<file path="config.mk">
export PLATFORM = sky130hd
export DESIGN_NAME = ctrl_regs_device_flat
export DESIGN_NICKNAME = d
export VERILOG_FILES = /design/src/regs_pkg.sv /design/src/spi_link_if.sv /design/src/ctrl_regs_device.sv /design/src/flat_wrapper.sv
export SDC_FILE = /design/constraint.sdc
export NUM_CORES = 1
export LEC_CHECK = 0
export BUFFER_PORTS_ARGS = -buffer_cell sky130_fd_sc_hd__buf_4
export CAP_MARGIN = 10
export CORE_ASPECT_RATIO = 1.1
export CORE_MARGIN = 1
export CORE_UTILIZATION = 55
export CTS_BUF_LIST = sky130_fd_sc_hd__clkbuf_8
export DETAILED_ROUTE_END_ITERATION = 10
export PLACE_DENSITY = 0.75
export SYNTH_ARGS = -nofsm -noshare
export SYNTH_HDL_FRONTEND = slang
export SYNTH_SLANG_ARGS = --single-unit
</file>
<file path="constraint.sdc">
create_clock -name aclk -period 5.44 [get_ports aclk]
set_input_delay 1.088 -clock aclk [delete_from_list [all_inputs] [get_ports aclk]]
set_output_delay 1.088 -clock aclk [all_outputs]
set_load 0.05 [all_outputs]
</file>
<file path="src/regs_pkg.sv">
// shared constants for the general control register bank and its host
package regs_pkg;
   localparam int          FRAME_W           = 16;
   localparam int          ADDR_W            = 7;
   localparam logic [6:0]  ADDR_MODE_SUPPLY  = 7'h01;
   localparam logic [6:0]  ADDR_HW_CONFIG    = 7'h02;
   localparam logic [7:0]  POR_MODE_SUPPLY   = 8'h00;
   localparam logic [7:0]  POR_HW_CONFIG     = 8'h00;
   // bits kept across a soft reset in the hardware configuration register
   localparam logic [7:0]  SOFT_KEEP_HW      = 8'h88;
   // restart keeps: mode_supply 00x0 00xx, hw_config xx0x x00x
   localparam logic [7:0]  RESTART_KEEP_MS   = 8'h23;
   localparam logic [7:0]  RESTART_KEEP_HW   = 8'hD9;
   localparam logic [7:0]  RSVD_MASK_HW      = 8'h04;
   localparam int          FRAME_RW_BIT      = 7;
   localparam int          MODE_LSB          = 6;
   localparam int          AUX_EN_BIT        = 5;
   localparam int          SEC_LSB           = 3;
   localparam int          OV_REACT_BIT      = 2;
   localparam int          SOFT_SUPP_BIT     = 6;
   localparam int          FO_SW_BIT         = 5;
   localparam int          AUX_UV_KEEP_BIT   = 4;
   localparam int          AUX_LS_BIT        = 3;
   localparam int          AUX_LS_STOP_BIT   = 1;
   localparam int          WD_CFG_BIT        = 0;
   localparam int          AUX_VSEL_BIT      = 7;
   localparam logic [1:0]  MODE_NORMAL       = 2'h0;
   localparam logic [1:0]  MODE_SLEEP        = 2'h1;
   localparam logic [1:0]  MODE_STOP         = 2'h2;
   localparam logic [1:0]  MODE_SOFT_RESET   = 2'h3;
   localparam logic [1:0]  SEC_OFF           = 2'h0;
   localparam logic [1:0]  SEC_NORMAL        = 2'h1;
   localparam logic [1:0]  SEC_NORM_STOP     = 2'h2;
   localparam logic [1:0]  SEC_ALWAYS        = 2'h3;
   localparam int          SCLK_DIV          = 4;
   // host register map for software, AXI4-Lite byte addresses
   localparam logic [3:0]  HOST_CMD_OFS      = 4'h0;
   localparam logic [3:0]  HOST_STAT_OFS     = 4'h4;
endpackage

</file>
<file path="src/spi_link_if.sv">
// spi link joining the register bank and its host
`timescale 1ns/100ps
interface spi_link_if;
   logic sclk;   // shift clock, sampled by the device
   logic cs_n;   // frame select, active low
   logic mosi;   // host to device
   logic miso;   // device to host
   modport device (input sclk, input cs_n, input mosi, output miso);
   modport host   (output sclk, output cs_n, output mosi, input miso);
endinterface

</file>
<file path="src/ctrl_regs_device.sv">
// device end: general control registers behind the spi frame
`timescale 1ns/100ps
module ctrl_regs_device
   import regs_pkg::*;
(
   input  wire logic       aclk,                 // system clock
   input  wire logic       aresetn,              // synchronous reset, active low
   spi_link_if.device      link,                 // spi pins
   input  wire logic       restart_enter,        // pulse, restart mode entered
   input  wire logic       overtemp_event,       // pulse, overtemperature
   input  wire logic       main_overvoltage,     // level, main regulator overvoltage
   input  wire logic       supply_undervoltage,  // level, supply undervoltage
   input  wire logic       failure_active,       // level, failure status set
   input  wire logic       in_stop_mode,         // level, state machine in stop
   output logic [1:0]      mode_request,         // requested operating mode
   output logic            soft_reset_req,       // pulse, soft reset requested
   output logic            reset_output_pulse,   // high pulls reset output low
   output logic            aux_regulator_on,     // third regulator enabled
   output logic            aux_voltage_select,   // 1 lower alternate voltage
   output logic [1:0]      second_regulator_control, // second regulator mode
   output logic            main_ov_flag,         // overvoltage seen
   output logic            main_ov_react,        // overvoltage restart request
   output logic [1:0]      main_reset_threshold_select, // 0 highest
   output logic            failure_outputs,      // failure outputs active
   output logic            aux_load_sharing_enable, // load sharing
   output logic            aux_load_sharing_in_stop, // load sharing in stop
   output logic            wd_first_fail_select  // 1 react on first failure
);
   logic [7:0]  ms_q;
   logic [7:0]  hw_q;
   logic        sclk_q;
   logic [15:0] sh_q;
   logic [4:0]  cnt_q;
   logic [7:0]  tx_q;
   logic        miso_q;
   logic        done_q;
   logic        wr_ms;
   logic        wr_hw;
   logic [7:0]  wdat;
   logic        sclk_rise;
   logic        sclk_fall;
   logic        stop_to_sleep;

   function automatic logic [7:0] read_reg(input logic [6:0] a, input logic [7:0] ms,
                                           input logic [7:0] hw);
      read_reg = (a == ADDR_MODE_SUPPLY) ? ms :
                 (a == ADDR_HW_CONFIG)   ? (hw & ~RSVD_MASK_HW) : 8'h00;
   endfunction

   // mode field decode, shared by the request and the reset-output pulse
   function automatic logic is_soft_reset(input logic [7:0] d);
      is_soft_reset = (d[7:6] == MODE_SOFT_RESET);
   endfunction

   assign sclk_rise = link.sclk & ~sclk_q;
   assign sclk_fall = ~link.sclk & sclk_q;

   // shift in on rising edges, frame bit 15 arrives first
   // cs_n high drops a cut frame; no write lands from a partial frame
   always_ff @(posedge aclk) begin
      if (!aresetn) begin
         sclk_q <= 1'b0;
         sh_q   <= 16'h0000;
         cnt_q  <= 5'h00;
         done_q <= 1'b0;
      end else begin
         sclk_q <= link.sclk;
         done_q <= 1'b0;
         if (link.cs_n) begin
            cnt_q <= 5'h00;
         end else if (sclk_rise && cnt_q < 5'(FRAME_W)) begin
            sh_q  <= {sh_q[14:0], link.mosi};
            cnt_q <= cnt_q + 5'h01;
            done_q <= (cnt_q == 5'(FRAME_W - 1));
         end
      end
   end

   // frame bit 15 first: sh_q[15:8] = addr+access, sh_q[7:0] = data
   // frame order: bits 15..9 address, 8 access, 7..0 data d7..d0
   assign wdat  = sh_q[7:0];
   assign wr_ms = done_q && sh_q[8 + FRAME_RW_BIT - 7] && sh_q[15:9] == ADDR_MODE_SUPPLY;
   assign wr_hw = done_q && sh_q[8] && sh_q[15:9] == ADDR_HW_CONFIG;
   // stop is seen either from the state machine or from the last request
   assign stop_to_sleep = (in_stop_mode || ms_q[7:6] == MODE_STOP) && wdat[7:6] == MODE_SLEEP;

   // answer: old content shifted out during the data byte
   always_ff @(posedge aclk) begin
      if (!aresetn) begin
         tx_q   <= 8'h00;
         miso_q <= 1'b0;
      end else if (link.cs_n) begin
         miso_q <= 1'b0;
      end else if (sclk_rise && cnt_q == 5'h07) begin
         // address complete; capture before any write lands
         // seven address bits are in; mosi now carries the access bit
         tx_q <= read_reg(sh_q[6:0], ms_q, hw_q);
      end else if (sclk_fall && cnt_q >= 5'h08 && cnt_q < 5'(FRAME_W)) begin
         miso_q <= tx_q[7];
         tx_q   <= {tx_q[6:0], 1'b0};
      end
   end
   assign link.miso = miso_q;

   // mode and supply control register
   always_ff @(posedge aclk) begin
      // soft reset clears the whole register, so it shares the power-on branch
      if (!aresetn || soft_reset_req) begin
         ms_q <= POR_MODE_SUPPLY;
      end else if (restart_enter) begin
         // restart outranks a write landing in the same cycle
         ms_q <= ms_q & RESTART_KEEP_MS;
      end else begin
         if (wr_ms) begin
            ms_q <= wdat;
            if (stop_to_sleep) begin
               ms_q[7:6] <= ms_q[7:6];
            end
         end
         // hardware wins over a write landing in the same cycle
         if (overtemp_event) begin
            ms_q[4:3] <= SEC_OFF;
         end
      end
   end

   // hardware configuration register
   always_ff @(posedge aclk) begin
      if (!aresetn) begin
         hw_q <= POR_HW_CONFIG;
      end else if (soft_reset_req) begin
         // soft reset outranks restart; both outrank a write
         hw_q <= hw_q & SOFT_KEEP_HW;
      end else if (restart_enter) begin
         hw_q <= hw_q & RESTART_KEEP_HW;
      end else if (wr_hw) begin
         hw_q <= wdat & ~RSVD_MASK_HW;
      end
   end

   // soft reset request leaves the register cleared next cycle
   always_ff @(posedge aclk) begin
      if (!aresetn) begin
         soft_reset_req     <= 1'b0;
         reset_output_pulse <= 1'b0;
      end else begin
         // suppress bit is read as it stood before the reset clears the rest
         soft_reset_req     <= wr_ms && is_soft_reset(wdat);
         reset_output_pulse <= wr_ms && is_soft_reset(wdat)
                               && !hw_q[SOFT_SUPP_BIT];
      end
   end

   // decoded outputs
   always_ff @(posedge aclk) begin
      if (!aresetn) begin
         mode_request                <= MODE_NORMAL;
         aux_regulator_on            <= 1'b0;
         aux_voltage_select          <= 1'b0;
         second_regulator_control    <= SEC_OFF;
         main_ov_flag                <= 1'b0;
         main_ov_react               <= 1'b0;
         main_reset_threshold_select <= 2'h0;
         failure_outputs             <= 1'b0;
         aux_load_sharing_enable     <= 1'b0;
         aux_load_sharing_in_stop    <= 1'b0;
         wd_first_fail_select        <= 1'b0;
      end else begin
         // every output one flop behind its register bits or status inputs
         mode_request             <= ms_q[7:6];
         aux_regulator_on         <= ms_q[AUX_EN_BIT] &&
                                     (!supply_undervoltage || hw_q[AUX_UV_KEEP_BIT]);
         aux_voltage_select       <= hw_q[AUX_VSEL_BIT];
         second_regulator_control <= ms_q[4:3];
         main_ov_flag             <= main_overvoltage;
         main_ov_react            <= main_overvoltage && ms_q[OV_REACT_BIT];
         main_reset_threshold_select <= ms_q[1:0];
         // failure status keeps the outputs on when software clears its bit
         failure_outputs          <= hw_q[FO_SW_BIT] || failure_active;
         aux_load_sharing_enable  <= hw_q[AUX_LS_BIT];
         aux_load_sharing_in_stop <= hw_q[AUX_LS_BIT] && hw_q[AUX_LS_STOP_BIT] && in_stop_mode;
         wd_first_fail_select     <= hw_q[WD_CFG_BIT];
      end
   end
endmodule

</file>
<file path="src/flat_wrapper.sv">
// flat-port wrapper written by rule: the top's interface ports become plain ports
module ctrl_regs_device_flat import regs_pkg::*;
  (aclk, aresetn, restart_enter, overtemp_event, main_overvoltage, supply_undervoltage, failure_active, in_stop_mode, mode_request, soft_reset_req, reset_output_pulse, aux_regulator_on, aux_voltage_select, second_regulator_control, main_ov_flag, main_ov_react, main_reset_threshold_select, failure_outputs, aux_load_sharing_enable, aux_load_sharing_in_stop, wd_first_fail_select, link_sclk, link_cs_n, link_mosi, link_miso);
  spi_link_if link_i ();
  input  wire logic aclk;
  input  wire logic aresetn;
  input  wire logic restart_enter;
  input  wire logic overtemp_event;
  input  wire logic main_overvoltage;
  input  wire logic supply_undervoltage;
  input  wire logic failure_active;
  input  wire logic in_stop_mode;
  output logic [1:0] mode_request;
  output logic soft_reset_req;
  output logic reset_output_pulse;
  output logic aux_regulator_on;
  output logic aux_voltage_select;
  output logic [1:0] second_regulator_control;
  output logic main_ov_flag;
  output logic main_ov_react;
  output logic [1:0] main_reset_threshold_select;
  output logic failure_outputs;
  output logic aux_load_sharing_enable;
  output logic aux_load_sharing_in_stop;
  output logic wd_first_fail_select;
  input wire logic [$bits(link_i.sclk)-1:0] link_sclk;
  input wire logic [$bits(link_i.cs_n)-1:0] link_cs_n;
  input wire logic [$bits(link_i.mosi)-1:0] link_mosi;
  output wire logic [$bits(link_i.miso)-1:0] link_miso;
  assign link_i.sclk = link_sclk;
  assign link_i.cs_n = link_cs_n;
  assign link_i.mosi = link_mosi;
  assign link_miso = link_i.miso;
  ctrl_regs_device u_core (.aclk(aclk), .aresetn(aresetn), .link(link_i), .restart_enter(restart_enter), .overtemp_event(overtemp_event), .main_overvoltage(main_overvoltage), .supply_undervoltage(supply_undervoltage), .failure_active(failure_active), .in_stop_mode(in_stop_mode), .mode_request(mode_request), .soft_reset_req(soft_reset_req), .reset_output_pulse(reset_output_pulse), .aux_regulator_on(aux_regulator_on), .aux_voltage_select(aux_voltage_select), .second_regulator_control(second_regulator_control), .main_ov_flag(main_ov_flag), .main_ov_react(main_ov_react), .main_reset_threshold_select(main_reset_threshold_select), .failure_outputs(failure_outputs), .aux_load_sharing_enable(aux_load_sharing_enable), .aux_load_sharing_in_stop(aux_load_sharing_in_stop), .wd_first_fail_select(wd_first_fail_select));
endmodule
</file>
==> impl_metrics.py <==
metrics = {
    "pwr": {
        "p_sw_share_pct": 19.9,
        "p_seq_share_pct": 47.7,
        "power_mw": 0.978,
        "leakagePower_nw": 1.19,
        "p_clk_share_pct": 49.0,
        "combPwrFrac_pct": 3.3,
        "powerDensity_nw_per_um2": 314,
        "power.internal_mw": 0.783,
        "p_sw_mw": 0.195,
        "irDropWorstVdd_mv": 0.215,
    },
    "clock_tree": {
        "clkTransAtPathRegs_ns": 0.06,
        "cts_setup_buffers": 0,
        "clockRootBuffer": "clkbuf_8",
        "cts_tree": "yes",
        "cts.sinks": 63,
        "clock_path_buffers": 2,
        "h-tree-depth": 3,
        "ctsHoldBuffers": 0,
        "cts_inserted_buffers": 9,
        "cts_resized": 0,
        "clkLatencyLatePin_ns": 0.34,
    },
    "placed_design": {
        "hpwl_um": 3470,
        "dpl_cell_area_um2": 2870,
        "io_buffers": 27,
        "dpl.cell_count": 349,
        "globalplace.congestion": 0.829,
    },
    "setup_path": {
        "end_kind": "flip-flop",
        "critical_path.max_fanout": 18,
        "setup.worst_path.start_class": "input pin",
        "worstSetupPathType": "in2reg",
        "worstPathRequired_ns": 5.67,
        "worstPathArrival_ns": 2.66,
    },
    "drt": {
        "drtIter0Drc": 157,
        "drc": 0,
        "drtAntennaViolNets": 0,
        "wire_per_inst_um": 14.1,
        "vias": 1993,
        "vias_per_cell": 5.46,
        "drt_first_pass_iters": 5,
        "routed_wl_um": 5150,
    },
    "flow_run": {
        "cap_viol_max_count": 0,
    },
    "yosys": {
        "syn-cell-area_um2": 2650,
        "synth_common_cells": "dfxtp_1, nand2_1, a21boi_1",
        "async_flop_share_pct": 0,
        "syn_inst": 278,
        "synth_edf_count": 0,
        "synth_top_cell_by_area": "dfxtp_1",
        "synth_fp_nets": 292,
        "synth.most_common_cell": "dfxtp_1",
        "yosysWarnings": 0,
        "yosysTopAreaCellShare_pct": 47.7,
        "synth_area_per_cell_um2": 9.51,
        "ys_seq_elements": 63,
        "yosys-top-cells-area": "dfxtp_1, nand2_1, a21boi_1",
        "ys_seq_area_share_pct": 47.7,
        "yosysUniqueCellTypes": 48,
        "synthFlopType": "dfxtp_1",
    },
    "sta": {
        "relSlewSlack_pct": 43.9,
        "fmax_ghz": 0.413,
        "finClkSkew_ns": 0.00593,
        "grt_setup_unrepaired": "false",
        "period_minus_slack_ns": 2.42,
        "finalHoldViolCount": 0,
        "fin_tns_setup_ns": 0,
        "worst_pin_slew_ns": 0.838,
        "slew_viol_final": 0,
        "setup_viol": 0,
        "period_share_pct": 44.5,
    },
    "global_route": {
        "track_usage_pct": 23.5,
        "grt_pass1_wl_um": 8510,
        "antenna_found_initial": 0,
        "grt_max_degree": 45,
        "grt_overflow": 0,
        "grt_pass1_vias": 1725,
    },
    "floorplanning": {
        "die_h_um": 74.7,
        "start_util_pct": 57.3,
        "die_w_um": 68.1,
        "row_count": 26,
        "io_pins": 28,
        "core-area_um2": 4620,
        "dieArea_um2": 5090,
    },
    "finish": {
        "fin_nets": 318,
        "final_util_pct": 67.4,
        "fin_area_um2": 3120,
        "antenna_cells": 0,
        "fin_cells": 365,
        "area_growth_pct": 17.8,
        "layout-drive-gt1-share_pct": 17.2,
    },
    "hold_path": {
        "min_path_type": "reg2reg",
    },
    "outcome": {
        "status": "completed",
    },
}
## registers in the layout (all words and copies together), names as in the netlist, 2 cells and up
name	flops
u_core.ms_q	8
u_core.main_reset_threshold_select	2
u_core.mode_request	2
u_core.second_regulator_control	2
u_core.hw_q	7
u_core.tx_q	8
u_core.sh_q	16
u_core.cnt_q	5
## cells in the final DEF (no fill, tap or decap), types with 2 or more instances in the layout
cell type / synthesis / layout
nor2b_1: 3 / 3
buf_4: 0 / 27
o22ai_1: 3 / 3
a21oi_1: 7 / 7
nand2b_1: 3 / 3
nand2_1: 50 / 50
o21ai_0: 2 / 2
mux2i_1: 13 / 13
xor2_1: 2 / 2
nor3_1: 2 / 2
and3_1: 7 / 7
a211oi_1: 6 / 6
ha_1: 3 / 3
dfxtp_1: 63 / 63
inv_1: 9 / 10
and2_1: 9 / 9
or4_1: 2 / 2
bufinv_16: 0 / 2
a21boi_1: 22 / 22
nor3_4: 2 / 2
nor4_4: 2 / 2
nand3b_1: 13 / 13
o221ai_1: 3 / 3
nor2_1: 16 / 16
clkbuf_8: 0 / 13
## per-layer routing
metal / GRT usage (%) / vias up / wire [um] / part of all wire (%)
met4: 13.7 / 0 / 127 / 2.5
li1: - / 1013 / - / -
met1: 30.4 / 935 / 2430 / 47
met5: 0 / - / 0 / 0
met2: 34.7 / 35 / 2450 / 47
met3: 6.52 / 10 / 144 / 2.8
## critical path: stages
cell and delay (ns):
buf_4 0.14, nor4b_4 0.71, a22oi_1 0.41, a32oi_1 0.25, nor2b_1 0.07
## power groups by stage
stage | Clock (mW) | Combinational [mW] | Sequential (mW)
6_report | 0.479 | 0.0319 | 0.466
5_1_grt | 0.506 | 0.0348 | 0.467
4_1_cts | 0.483 | 0.0322 | 0.466
3_5_place_dp | 0 | 0.0319 | 0.477
3_3_place_gp | 0 | 0.0316 | 0.477
2_1_floorplan | 0 | 0.0178 | 0.478
## final timing paths
kind | startpoint | to | slack, ns | depth (start not counted)
max | link_cs_n | u_core.tx_q[0] | 3.02 | 5
min | u_core.tx_q[6] | u_core.tx_q[6] | 0.45 | 2
max reg2reg | u_core.cnt_q[4] | u_core.tx_q[0] | 3.44 | 4
min reg2reg | u_core.tx_q[6] | u_core.tx_q[6] | 0.45 | 2
## metrics by stage
| step | hold slack, ns | setup slack (ns) |
|---|---|---|
| floorplan | 0.424 | 3.16 |
| global placement | 0.439 | 2.68 |
| detailed placement | 0.444 | 2.65 |
| CTS | 0.453 | 3.00 |
| global route | 0.477 | 2.81 |
| finish | 0.452 | 3.02 |
## cells by family after synthesis
kind of cell	count (synthesis)	synth area share, %
DFF	63	47.7
buffers and inverters	21	2.98
xor gates and xnor gates	3	0.994
muxes	13	4.92
adders and majority gates	3	1.42
and+or+nand+nor	124	28.1
AOI/OAI and AO/OA	51	14.0
## area by class of cell
cell class                      count  area [um2]
Clock inverter                      3        63.8
Fill cell                         384        1500
Inverter                            9        33.8
Clock buffer                       13         179
Multi-Input combinational cell    194        1310
Sequential cell                    63        1260
Timing Repair Buffer               27         203
Tap cell                           56        70.1
Power figures use the tool's default switching activity.
